<file path="config.mk">
export PLATFORM = sky130hd
export DESIGN_NAME = rbs_sequencer
export DESIGN_NICKNAME = d
export VERILOG_FILES = /design/src/hdl/rbs_pkg.sv /design/src/hdl/rbs_sequencer.sv
export SDC_FILE = /design/constraint.sdc
export NUM_CORES = 1
export LEC_CHECK = 0
export BUFFER_PORTS_ARGS = -buffer_cell sky130_fd_sc_hd__buf_4
export CORE_ASPECT_RATIO = 1.4
export CORE_UTILIZATION = 50
export CTS_BUF_LIST = sky130_fd_sc_hd__clkbuf_2 sky130_fd_sc_hd__clkbuf_4 sky130_fd_sc_hd__clkbuf_8
export CTS_CLUSTER_SIZE = 16
export DETAILED_ROUTE_END_ITERATION = 8
export MAX_ROUTING_LAYER = met4
export PLACE_DENSITY = 0.72
export SLEW_MARGIN = 20
export SYNTH_ARGS = -nofsm -noshare
export SYNTH_HDL_FRONTEND = slang
export SYNTH_SLANG_ARGS = --single-unit
</file>
<file path="constraint.sdc">
create_clock -name core_clk -period 6.97 [get_ports core_clk]
set_input_delay 1.394 -clock core_clk [delete_from_list [all_inputs] [get_ports core_clk]]
set_output_delay 1.394 -clock core_clk [all_outputs]
set_load 0.1 [all_outputs]
</file>
<file path="src/hdl/rbs_pkg.sv">
// Package: constants, timing counts and state type of the reset and boot sequencer
package rbs_pkg;
    // Clock rate of core_clk in MHz
    localparam int CLK_MHZ = 200;
    // Reset classification thresholds, in ns
    localparam int DIG_MIN_NS = 100;
    localparam int DIG_MAX_NS = 1000;
    localparam int ANA_MIN_NS = 10000;
    // Least times round up, longest round down
    localparam int DIG_MIN_CYC = (DIG_MIN_NS * CLK_MHZ + 999) / 1000;
    localparam int DIG_MAX_CYC = (DIG_MAX_NS * CLK_MHZ) / 1000;
    localparam int ANA_MIN_CYC = (ANA_MIN_NS * CLK_MHZ + 999) / 1000;
    // PLL start and power-up boot delay, in us
    localparam int PLL_START_US = 3000;
    localparam int PLL_START_CYC = PLL_START_US * CLK_MHZ;
    // Width of the low-time counter
    localparam int LOW_CNT_W = 16;
    // Width of the boot wait counter
    localparam int WAIT_CNT_W = 24;
    // Strap field positions
    localparam int STRAP_W = 3;
    localparam int STRAP_FS_LO = 0;
    localparam int STRAP_FS_HI = 1;
    localparam int STRAP_BOOT = 2;
    // Strap reset value
    localparam logic [2:0] STRAP_RST = 3'h0;
    // Clock / frame-sync source codes
    localparam logic [1:0] CLKSRC_REF12 = 2'h0;
    localparam logic [1:0] CLKSRC_FS8K = 2'h1;
    localparam logic [1:0] CLKSRC_FS16K = 2'h2;
    localparam logic [1:0] CLKSRC_RSVD = 2'h3;
    // Host port mode codes
    localparam logic HOST_MODE_TWI = 1'h0;
    localparam logic HOST_MODE_SPI = 1'h1;
    // Host serial clock edges that switch the port to serial peripheral mode
    localparam logic [1:0] SPI_DETECT_EDGES = 2'h2;
    // Sequencer states, one-hot
    typedef enum logic [6:0] {
        RBS_RESET = 7'h01,
        RBS_PLL_WAIT = 7'h02,
        RBS_SENSE = 7'h04,
        RBS_FLASH_LOAD = 7'h08,
        RBS_CONFIG = 7'h10,
        RBS_HOST_WAIT = 7'h20,
        RBS_RUN = 7'h40
    } rbs_state_t;
endpackage

</file>
<file path="src/hdl/rbs_sequencer.sv">
// Reset-length classifier, core supply control and boot sequencer
`default_nettype none
module rbs_sequencer #(
    parameter int PLL_START_CYCLES = rbs_pkg::PLL_START_CYC
) (
    // Clock and power-on reset
    input wire logic core_clk,
    input wire logic rst_n,
    // Reset pin and supply select pin
    input wire logic reset_pin_n,
    input wire logic supply_source_select,
    // Strap pins, after the internal pull-downs
    input wire logic [rbs_pkg::STRAP_W-1:0] strap_pins,
    // Host port serial clock pin
    input wire logic host_sclk,
    // Loader handshakes
    input wire logic flash_load_done,
    input wire logic host_load_done,
    input wire logic firmware_swap_req,
    // Supply and PLL control
    output logic core_supply_enable_out,
    output logic regulator_gate_mode,
    output logic pll_enable,
    // Digital reset to the rest of the device
    output logic core_reset_n,
    // Boot status and decoded straps
    output logic [rbs_pkg::STRAP_W-1:0] boot_sense,
    output logic [1:0] clock_source_sel,
    output logic flash_boot_sel,
    output logic flash_load_start,
    output logic flash_chip_select_on_gpio9,
    output logic strap_pins_released,
    output logic config_defaults_load,
    output logic jump_to_firmware,
    output logic host_wait,
    output logic host_slave_port,
    output logic host_interrupt_n
);
    import rbs_pkg::*;

    // Complete state of the block
    typedef struct packed {
        // Reset pin synchroniser, stage 0 nearest the pin
        logic [2:0] rst_sync;
        // Host clock synchroniser
        logic [2:0] sclk_sync;
        // Filtered host clock level
        logic sclk_level;
        // Filtered reset pin level, high while the pin is held low
        logic rst_low;
        // Cycles the filtered pin has been low
        logic [LOW_CNT_W-1:0] low_cnt;
        // Long reset seen; supply and PLL off while it is held
        logic analog;
        // PLL start wait counter
        logic [WAIT_CNT_W-1:0] wait_cnt;
        // Boot sequencer state
        rbs_state_t state;
        // Boot sense store of the straps
        logic [STRAP_W-1:0] sense;
        // Rising host clock edges seen since reset
        logic [1:0] edges;
        // Host port mode
        logic host_spi;
        // Host interrupt, active low
        logic irq_n;
        // One-cycle pulses to the loader
        logic flash_start;
        logic cfg_load;
        logic jump;
    } rbs_regs_t;

    rbs_regs_t s_q;
    rbs_regs_t s_d;

    // Decode the low strap bits into a source code
    function automatic logic [1:0] rbs_decode_src(input logic [STRAP_W-1:0] st);
        logic [1:0] r;
        r = CLKSRC_RSVD;
        case ({st[STRAP_FS_HI], st[STRAP_FS_LO]})
            2'h0: r = CLKSRC_REF12;
            2'h1: r = CLKSRC_FS8K;
            2'h2: r = CLKSRC_FS16K;
            default: r = CLKSRC_RSVD;
        endcase
        return r;
    endfunction

    // Next-state logic
    always_comb
    begin
        logic rst_pin_low;
        logic sclk_rise;
        logic rst_rise;
        rst_pin_low = 1'b0;
        sclk_rise = 1'b0;
        rst_rise = 1'b0;
        // Hold everything by default; pulses last one cycle
        s_d = s_q;
        s_d.flash_start = 1'b0;
        s_d.cfg_load = 1'b0;
        s_d.jump = 1'b0;
        // Three-stage synchronisers; change counts when stages 2 and 3 agree
        s_d.rst_sync = {s_q.rst_sync[1:0], reset_pin_n};
        s_d.sclk_sync = {s_q.sclk_sync[1:0], host_sclk};
        if (s_q.rst_sync[1] == s_q.rst_sync[2])
        begin
            s_d.rst_low = ~s_q.rst_sync[2];
        end
        rst_pin_low = s_d.rst_low;
        rst_rise = s_q.rst_low && !rst_pin_low;
        // Host clock level follows once stages 2 and 3 agree
        if (s_q.sclk_sync[1] == s_q.sclk_sync[2])
        begin
            s_d.sclk_level = s_q.sclk_sync[2];
        end
        sclk_rise = s_d.sclk_level && !s_q.sclk_level;
        if (rst_pin_low)
        begin
            // A new low period starts unclassified, so a short pulse never drops the supply
            if (!s_q.rst_low)
            begin
                s_d.analog = 1'b0;
            end
            // Measure the low time and classify the reset
            if (s_q.low_cnt != {LOW_CNT_W{1'b1}})
            begin
                s_d.low_cnt = s_q.low_cnt + LOW_CNT_W'(1);
            end
            if (s_q.low_cnt >= LOW_CNT_W'(ANA_MIN_CYC - 1))
            begin
                s_d.analog = 1'b1;
            end
            // Every state returns to reset while the pin is low
            s_d.state = RBS_RESET;
            s_d.sense = STRAP_RST;
            s_d.edges = 2'h0;
            s_d.host_spi = HOST_MODE_TWI;
            s_d.irq_n = 1'b1;
            s_d.wait_cnt = '0;
        end
        else
        begin
            s_d.low_cnt = '0;
            case (s_q.state)
                RBS_RESET:
                begin
                    // Any release, digital or analog, reboots fully
                    if (rst_rise || !s_q.rst_low)
                    begin
                        s_d.state = RBS_PLL_WAIT;
                        s_d.wait_cnt = '0;
                    end
                end
                RBS_PLL_WAIT:
                begin
                    // Wait for PLL start after every reset type, so the clocks are settled
                    if (s_q.wait_cnt >= WAIT_CNT_W'(PLL_START_CYCLES - 1))
                    begin
                        s_d.state = RBS_SENSE;
                        s_d.analog = 1'b0;
                        s_d.irq_n = 1'b0;
                    end
                    else
                    begin
                        s_d.wait_cnt = s_q.wait_cnt + WAIT_CNT_W'(1);
                    end
                end
                RBS_SENSE:
                begin
                    // Capture straps into the boot sense store
                    s_d.sense = strap_pins;
                    // Third strap bit picks flash or host as load source
                    if (strap_pins[STRAP_BOOT])
                    begin
                        s_d.state = RBS_FLASH_LOAD;
                        s_d.flash_start = 1'b1;
                    end
                    else
                    begin
                        s_d.state = RBS_HOST_WAIT;
                    end
                end
                RBS_FLASH_LOAD:
                begin
                    // Image and record copy runs until the loader reports done
                    if (flash_load_done)
                    begin
                        s_d.state = RBS_CONFIG;
                        s_d.cfg_load = 1'b1;
                    end
                end
                RBS_CONFIG:
                begin
                    // Defaults are set; jump to the loaded firmware next
                    s_d.state = RBS_RUN;
                    s_d.jump = 1'b1;
                end
                RBS_HOST_WAIT:
                begin
                    // Idle until the host has written program memory
                    if (host_load_done)
                    begin
                        s_d.state = RBS_RUN;
                    end
                end
                RBS_RUN:
                begin
                    // A firmware swap returns to the host wait
                    if (firmware_swap_req)
                    begin
                        s_d.state = RBS_HOST_WAIT;
                    end
                end
                default:
                begin
                    // Illegal code recovers through reset
                    s_d.state = RBS_RESET;
                end
            endcase
            // Host port mode detection from serial clock edges
            if (sclk_rise && s_q.edges != SPI_DETECT_EDGES)
            begin
                s_d.edges = s_q.edges + 2'h1;
            end
            if (s_d.edges == SPI_DETECT_EDGES)
            begin
                s_d.host_spi = HOST_MODE_SPI;
            end
        end
    end

    // State register
    always_ff @(posedge core_clk or negedge rst_n)
    begin
        if (!rst_n)
        begin
            s_q <= '{rst_sync: 3'h0, sclk_sync: 3'h0, sclk_level: 1'b0, rst_low: 1'b1,
                     low_cnt: '0,
                     analog: 1'b1, wait_cnt: '0, state: RBS_RESET, sense: STRAP_RST,
                     edges: 2'h0, host_spi: HOST_MODE_TWI, irq_n: 1'b1,
                     flash_start: 1'b0, cfg_load: 1'b0, jump: 1'b0};
        end
        else
        begin
            s_q <= s_d;
        end
    end

    // Supply enable low only while a long reset is held
    assign core_supply_enable_out = !(s_q.analog && s_q.rst_low);
    assign pll_enable = !(s_q.analog && s_q.rst_low);
    // Select low: the enable is the regulator transistor gate drive
    assign regulator_gate_mode = !supply_source_select;
    // Core held in reset until firmware runs or the host wait begins
    assign core_reset_n = (s_q.state == RBS_RUN) || (s_q.state == RBS_HOST_WAIT);
    // Boot sense store and its decode
    assign boot_sense = s_q.sense;
    assign clock_source_sel = rbs_decode_src(s_q.sense);
    assign flash_boot_sel = s_q.sense[STRAP_BOOT];
    // Loader start pulse
    assign flash_load_start = s_q.flash_start;
    // GPIO 9 serves as flash chip select once a flash boot is chosen
    assign flash_chip_select_on_gpio9 = s_q.sense[STRAP_BOOT] &&
        (s_q.state != RBS_RESET) && (s_q.state != RBS_PLL_WAIT) &&
        (s_q.state != RBS_SENSE);
    // Strap pins free for other functions once sensing is over
    assign strap_pins_released = (s_q.state != RBS_RESET) &&
        (s_q.state != RBS_PLL_WAIT) && (s_q.state != RBS_SENSE);
    // Configuration and jump pulses
    assign config_defaults_load = s_q.cfg_load;
    assign jump_to_firmware = s_q.jump;
    // Host side status
    assign host_wait = (s_q.state == RBS_HOST_WAIT);
    assign host_slave_port = s_q.host_spi;
    assign host_interrupt_n = s_q.irq_n;
endmodule
`default_nettype wire

</file>
## After elaboration in Yosys (flattened, before gate mapping)

Cells that the tools add are included.

| word-level totals | value |
|---|---|
| word-level logic and storage cells | 100 |
| input bits | 11 |
| output and inout bits | 18 |
| bits in registers | 66 |

| cells by class | value |
|---|---|
| add/subtract/negate cells | 3 |
| equal/unequal tests | 25 |
| magnitude comparators | 2 |
| reduce and logical (&&, ||, !) cells | 26 |
| multiplexer cells | 28 |
| bitwise gates (word level) | 1 |

Operators by type and width:

| kind | count |
|---|---|
| $mux 55 | 1 |
| $pmux 7 s7 | 1 |
| $pmux 24 s2 | 1 |
| $mux 31 | 1 |
| $mux 7 | 4 |
| $add 24x1->24 const B | 1 |
| $ge 24x20->1 const B | 1 |
| $mux 24 | 1 |
| $add 16x1->16 const B | 1 |
| $ge 16x11->1 const B | 1 |
| $mux 16 | 1 |
| $ne 16x16->1 const B | 1 |
| $ne 3x3->1 const B | 5 |
| $mux 1 | 12 |
| $logic_and 1x1->1 | 9 |
| $reduce_bool 2->1 | 4 |
| $eq 7x1->1 const B | 1 |
| $eq 7x2->1 const B | 1 |
| $eq 7x3->1 const B | 1 |
| $eq 7x4->1 const B | 1 |
| $eq 7x5->1 const B | 1 |
| $eq 7x6->1 const B | 1 |
| $eq 7x7->1 const B | 1 |
| $ne 7x1->1 const B | 1 |
| 21 further kinds | 32 |

## Logic depth before layout (Yosys ltp)

| logic depth | value |
|---|---|
| depth in word-level cells | 9 |
| depth in mapped cells | 8 |
| gate-level depth less buffers | 6 |

## Worst setup path after synthesis

Ideal clock, no wire load.

| timing path | value |
|---|---|
| kind | register -> output |
| start | register s_q[10] (netlist name) |
| end | output flash_chip_select_on_gpio9 |
| cell stages (with the launch flop) | 4 |
| data arrival time | 3,067 ps |
| buffers on the path | 0 |
| data required time | 5,576 ps |
| path slack | 2,509 ps |
| cells stage by stage | dfstp_2 > xor2_1 > o211ai_1 > and2_1 |

| on the way | value |
|---|---|
| longest elaborated chain between the ends | 4 |
| elaborated cells between the ends (all ways) | 6 |
| classes of those cells | eq/ne (3); reduce/logical (3) |

Ends and longest elaborated chain:

| item | line | text |
|---|---|---|
| from (decl) | rbs_sequencer.sv:73 | `rbs_regs_t s_q;` |
| from (signal assigned) | rbs_sequencer.sv:238 | `s_q <= '{rst_sync: 3'h0, sclk_sync: 3'h0, sclk_level: 1'b0, rst_low: 1'b1,` |
| $ne 7x1->1 | rbs_sequencer.sv:265 | `(s_q.state != RBS_RESET) && (s_q.state != RBS_PLL_WAIT) &&` |
| $logic_and 1x1->1 | rbs_sequencer.sv:264 | `assign flash_chip_select_on_gpio9 = s_q.sense[STRAP_BOOT] &&` |
| $logic_and 1x1->1 | rbs_sequencer.sv:265 |  |
| $logic_and 1x1->1 * | rbs_sequencer.sv:265 |  |
| to (decl) | rbs_sequencer.sv:31 | `output logic flash_chip_select_on_gpio9,` |

Mark *: on every way between the ends. The rest lies on a longest branch, timed or not.

## Worst setup path in the final report

| timing path | value |
|---|---|
| start | register s_q[11] (netlist name) |
| end | output core_reset_n |

| on the way | value |
|---|---|
| longest elaborated chain between the ends | 2 |
| elaborated cells between the ends (all ways) | 3 |
| classes of those cells | eq/ne (2); reduce/logical (1) |

Ends and longest elaborated chain:

| item | line | text |
|---|---|---|
| $eq 7x7->1 / $eq 7x6->1 (equally long branches) | rbs_sequencer.sv:256 | `assign core_reset_n = (s_q.state == RBS_RUN) \|\| (s_q.state == RBS_HOST_WAIT);` |
| $logic_or 1x1->1 * | rbs_sequencer.sv:256 |  |
| to (decl) | rbs_sequencer.sv:25 | `output logic core_reset_n,` |

Marked as above.

==> results.ini <==
[clock_tree]
cts_tree=built
cts_buffer_depth=2
cts_buffers=9
ctsHoldBuffers=0
htree_levels=3
clock_sinks=66
cts_post_setup_buffers_inserted=0
cts_root_buf=clkbuf_8
cts_resized=0
clock_latency_ns=0.34
clk_pin_slew_ns=0.07

[worst_setup_path]
start_kind=register
reg2reg_from=s_d[65]
path_delay_family=simple AND/OR/NAND/NOR gates
critPathMostFrequentCell=or3_1
path_max_fanout=7
critical_path.startpoint=s_q[11]
cp_data_arrival_time_ns=2.03
cpMaxStageDelayCell=or3_1
critPathBufInv=1
worst_path_largest_cell_delay_ns=0.44
required_ns=5.58
critPathKind=register to primary output
path_cells=or3_1, or3_1, a21oi_1, buf_4
end_kind=primary output

[grt]
grt-ovfl-total=0
antenna_found_initial=0
grt_pass1_vias=2747
grt_pass1_wl_mm=12.61
grt_max_degree=67
grt_use_total_pct=23.33

[logic_synthesis]
synth-simple-area-share_pct=23.15
synth-compound-area-share_pct=17.53
yosys-top-cells-area=dfrtp_1 (45%), nor2_1 (4.1%), nand2_1 (3.6%)
synth_top_area_share_pct=44.72
synth_seq_area_share_pct=47.75
synth_xor_area_share_pct=2.777
synth.distinct_cells=63
avgSynthCellArea_sq_um=9.558
async_flop_share_pct=100.0
syn_area_sq_um=3470
ys_ff_latch=66
syn-num-nets=377
synth_top_cell_by_area=dfrtp_1
yosysMostFrequentCell=dfrtp_1
synthAdderAreaFrac_pct=1.370
synthCells=363
synth_ff_type=dfrtp_1
synth_top_family_by_area=simple AND/OR/NAND/NOR gates
muxShareOfSynthArea_pct=2.885
netlist_top_cells_count=dfrtp_1 (62), nor2_1 (38), nand2_1 (33)
ys.warnings.count=0
synth_edf_count=0

[final_layout]
seqCellArea_sq_um=1657
fin_nets=393
synthToLayoutAreaGrowth_pct=12.95
multi_input_area_sq_um=1655
antenna_cells=0
drive_above_1_share_pct=15.36
fill_cells=608
fin_util_pct=58.87
stdcell_count=476

[floorplan]
dieArea_sq_um=7281
die_w_um=72.40
die_h_um=100.6
initial_utilization_pct=52.12
coreArea_sq_um=6656
rows=35
ios=29

[route]
via_per_inst=5.912
detail-route-antenna-nets=0
drcViolationCount=0
vias=2814
finalWirelength_mm=7.382
first_pass_iters=4
wire_per_inst_um=15.51
drt-initial-drc-count=140

[timing]
fmax_mhz=292.5
whs_ns=0.3490
rsz0062_at_grt=no
timing.final.hold_violations=0
clock_skew_ns=0.006337
tightestPinTransition_ns=1.011
final.setup.tns_ns=0
setup_viol=0
slew_violations=0
layout_min_cycle_time_ns=3.419
fin_ws_ns=3.551
fin_crit_sh_pct=49.05
maxSlewHeadroom_pct=32.38

[power_and_ir_drop]
p_per_area_nw_per_um2=251.8
switching_share_pct=29.88
internal_power_w=0.0006918
total_switching_power_w=0.0002948
comb_power_share_pct=19.4
power_frac_clock_pct=38.6
seqPwrFrac_pct=42.1
p_leak_nw=1.695
irDropWorstVdd_uv=216.2

[placement]
dpl.hpwl_mm=5.062
port_buffers=28
dp.cells=460
pre_cts_ws_ns=3.742
gp_congestion=0.8299

[status]
status=finished, final reports clean

[worst_hold_path]
hold_class=register to register
min_from=s_d[61]

[flow_run]
cap_violations=0

-- flip-flops by register name, indices dropped and copies added (netlist names) --
signal                flops
config_defaults_load      1
boot_sense                3
jump_to_firmware          1
host_slave_port           1
s_q                      54
host_interrupt_n          1
flash_load_start          1
s_d                       4
-- placed cells by master (no fill, tap or decap), types with 4 or more instances in the layout --
master,netlist,final
dfrtp_1,62,62
nor2_1,38,38
nand2_1,33,33
buf_4,6,29
nand3_1,22,22
o21ai_0,14,14
or3_1,13,13
clkbuf_8,0,12
mux2i_1,10,10
inv_1,9,9
a31oi_1,9,9
a21oi_1,8,8
xnor2_1,7,7
nand2b_1,6,6
nor3_1,6,6
or4_1,6,6
nand4_1,6,6
and3_1,5,5
and2_1,5,5
a21o_1,4,4
xor2_1,4,4
o211ai_1,4,4
o21a_1,4,4
o21ai_1,4,4
dfstp_2,4,4
-- power by group through the flow --
| stage | combinational [W] | clock (W) | sequential, W |
|---|---|---|---|
| global placement | 0.000189 | 0 | 0.000422 |
| global route | 0.000209 | 0.000407 | 0.000418 |
| detailed placement | 0.000193 | 0 | 0.000422 |
| CTS | 0.000194 | 0.000391 | 0.000415 |
| floorplan | 0.000135 | 0 | 0.000427 |
| finish | 0.000191 | 0.000380 | 0.000415 |
-- through the flow --
stage,cell area [sq um],power [W]
finish,3919,0.0009866
global route,3919,0.001034
global placement,3679,0.0006105
floorplan,3470,0.0005622
CTS,3919,0.001000
detailed placement,3679,0.0006152
-- cell families (layout without fill, tap and decap cells) --
kind of cell,after synthesis,after routing
flops,66,66
simple gates,156,156
mux,10,10
buf+inv,33,54
fa+ha+maj,4,4
compound gates,83,83
xor+xnor,11,11
-- layer usage --
layer / wire [um] / track usage [%] / vias up
li1: - / - / 1365
met1: 2971 / 25.20 / 1382
met2: 3965 / 40.04 / 51
met3: 284 / 5.100 / 16
met4: 161 / 11.46 / 0
met5: 0 / - / -
-- area by class of cell --
cell class | instances | area share, %
well taps | 92 | 2.937
multi-input cells | 264 | 42.24
clock buffers | 14 | 4.598
flip-flops and latches | 66 | 42.27
inverters | 9 | 0.8621
clock inverters | 2 | 1.533
repair buffers | 29 | 5.556
-- worst paths after layout --
check                           slack, ns            to  cells past startpoint
worst max-delay path                 3.55  core_reset_n                      4
worst min-delay path                 0.35       s_d[62]                      0
worst max register to register       3.85       s_q[36]                      7
worst min register to register       0.35       s_d[62]                      0
max in group asynchronous            5.29       s_q[31]                      1
min in group asynchronous            1.14       s_q[44]                      1
Note: power is estimated with default switching activity, not from simulation.
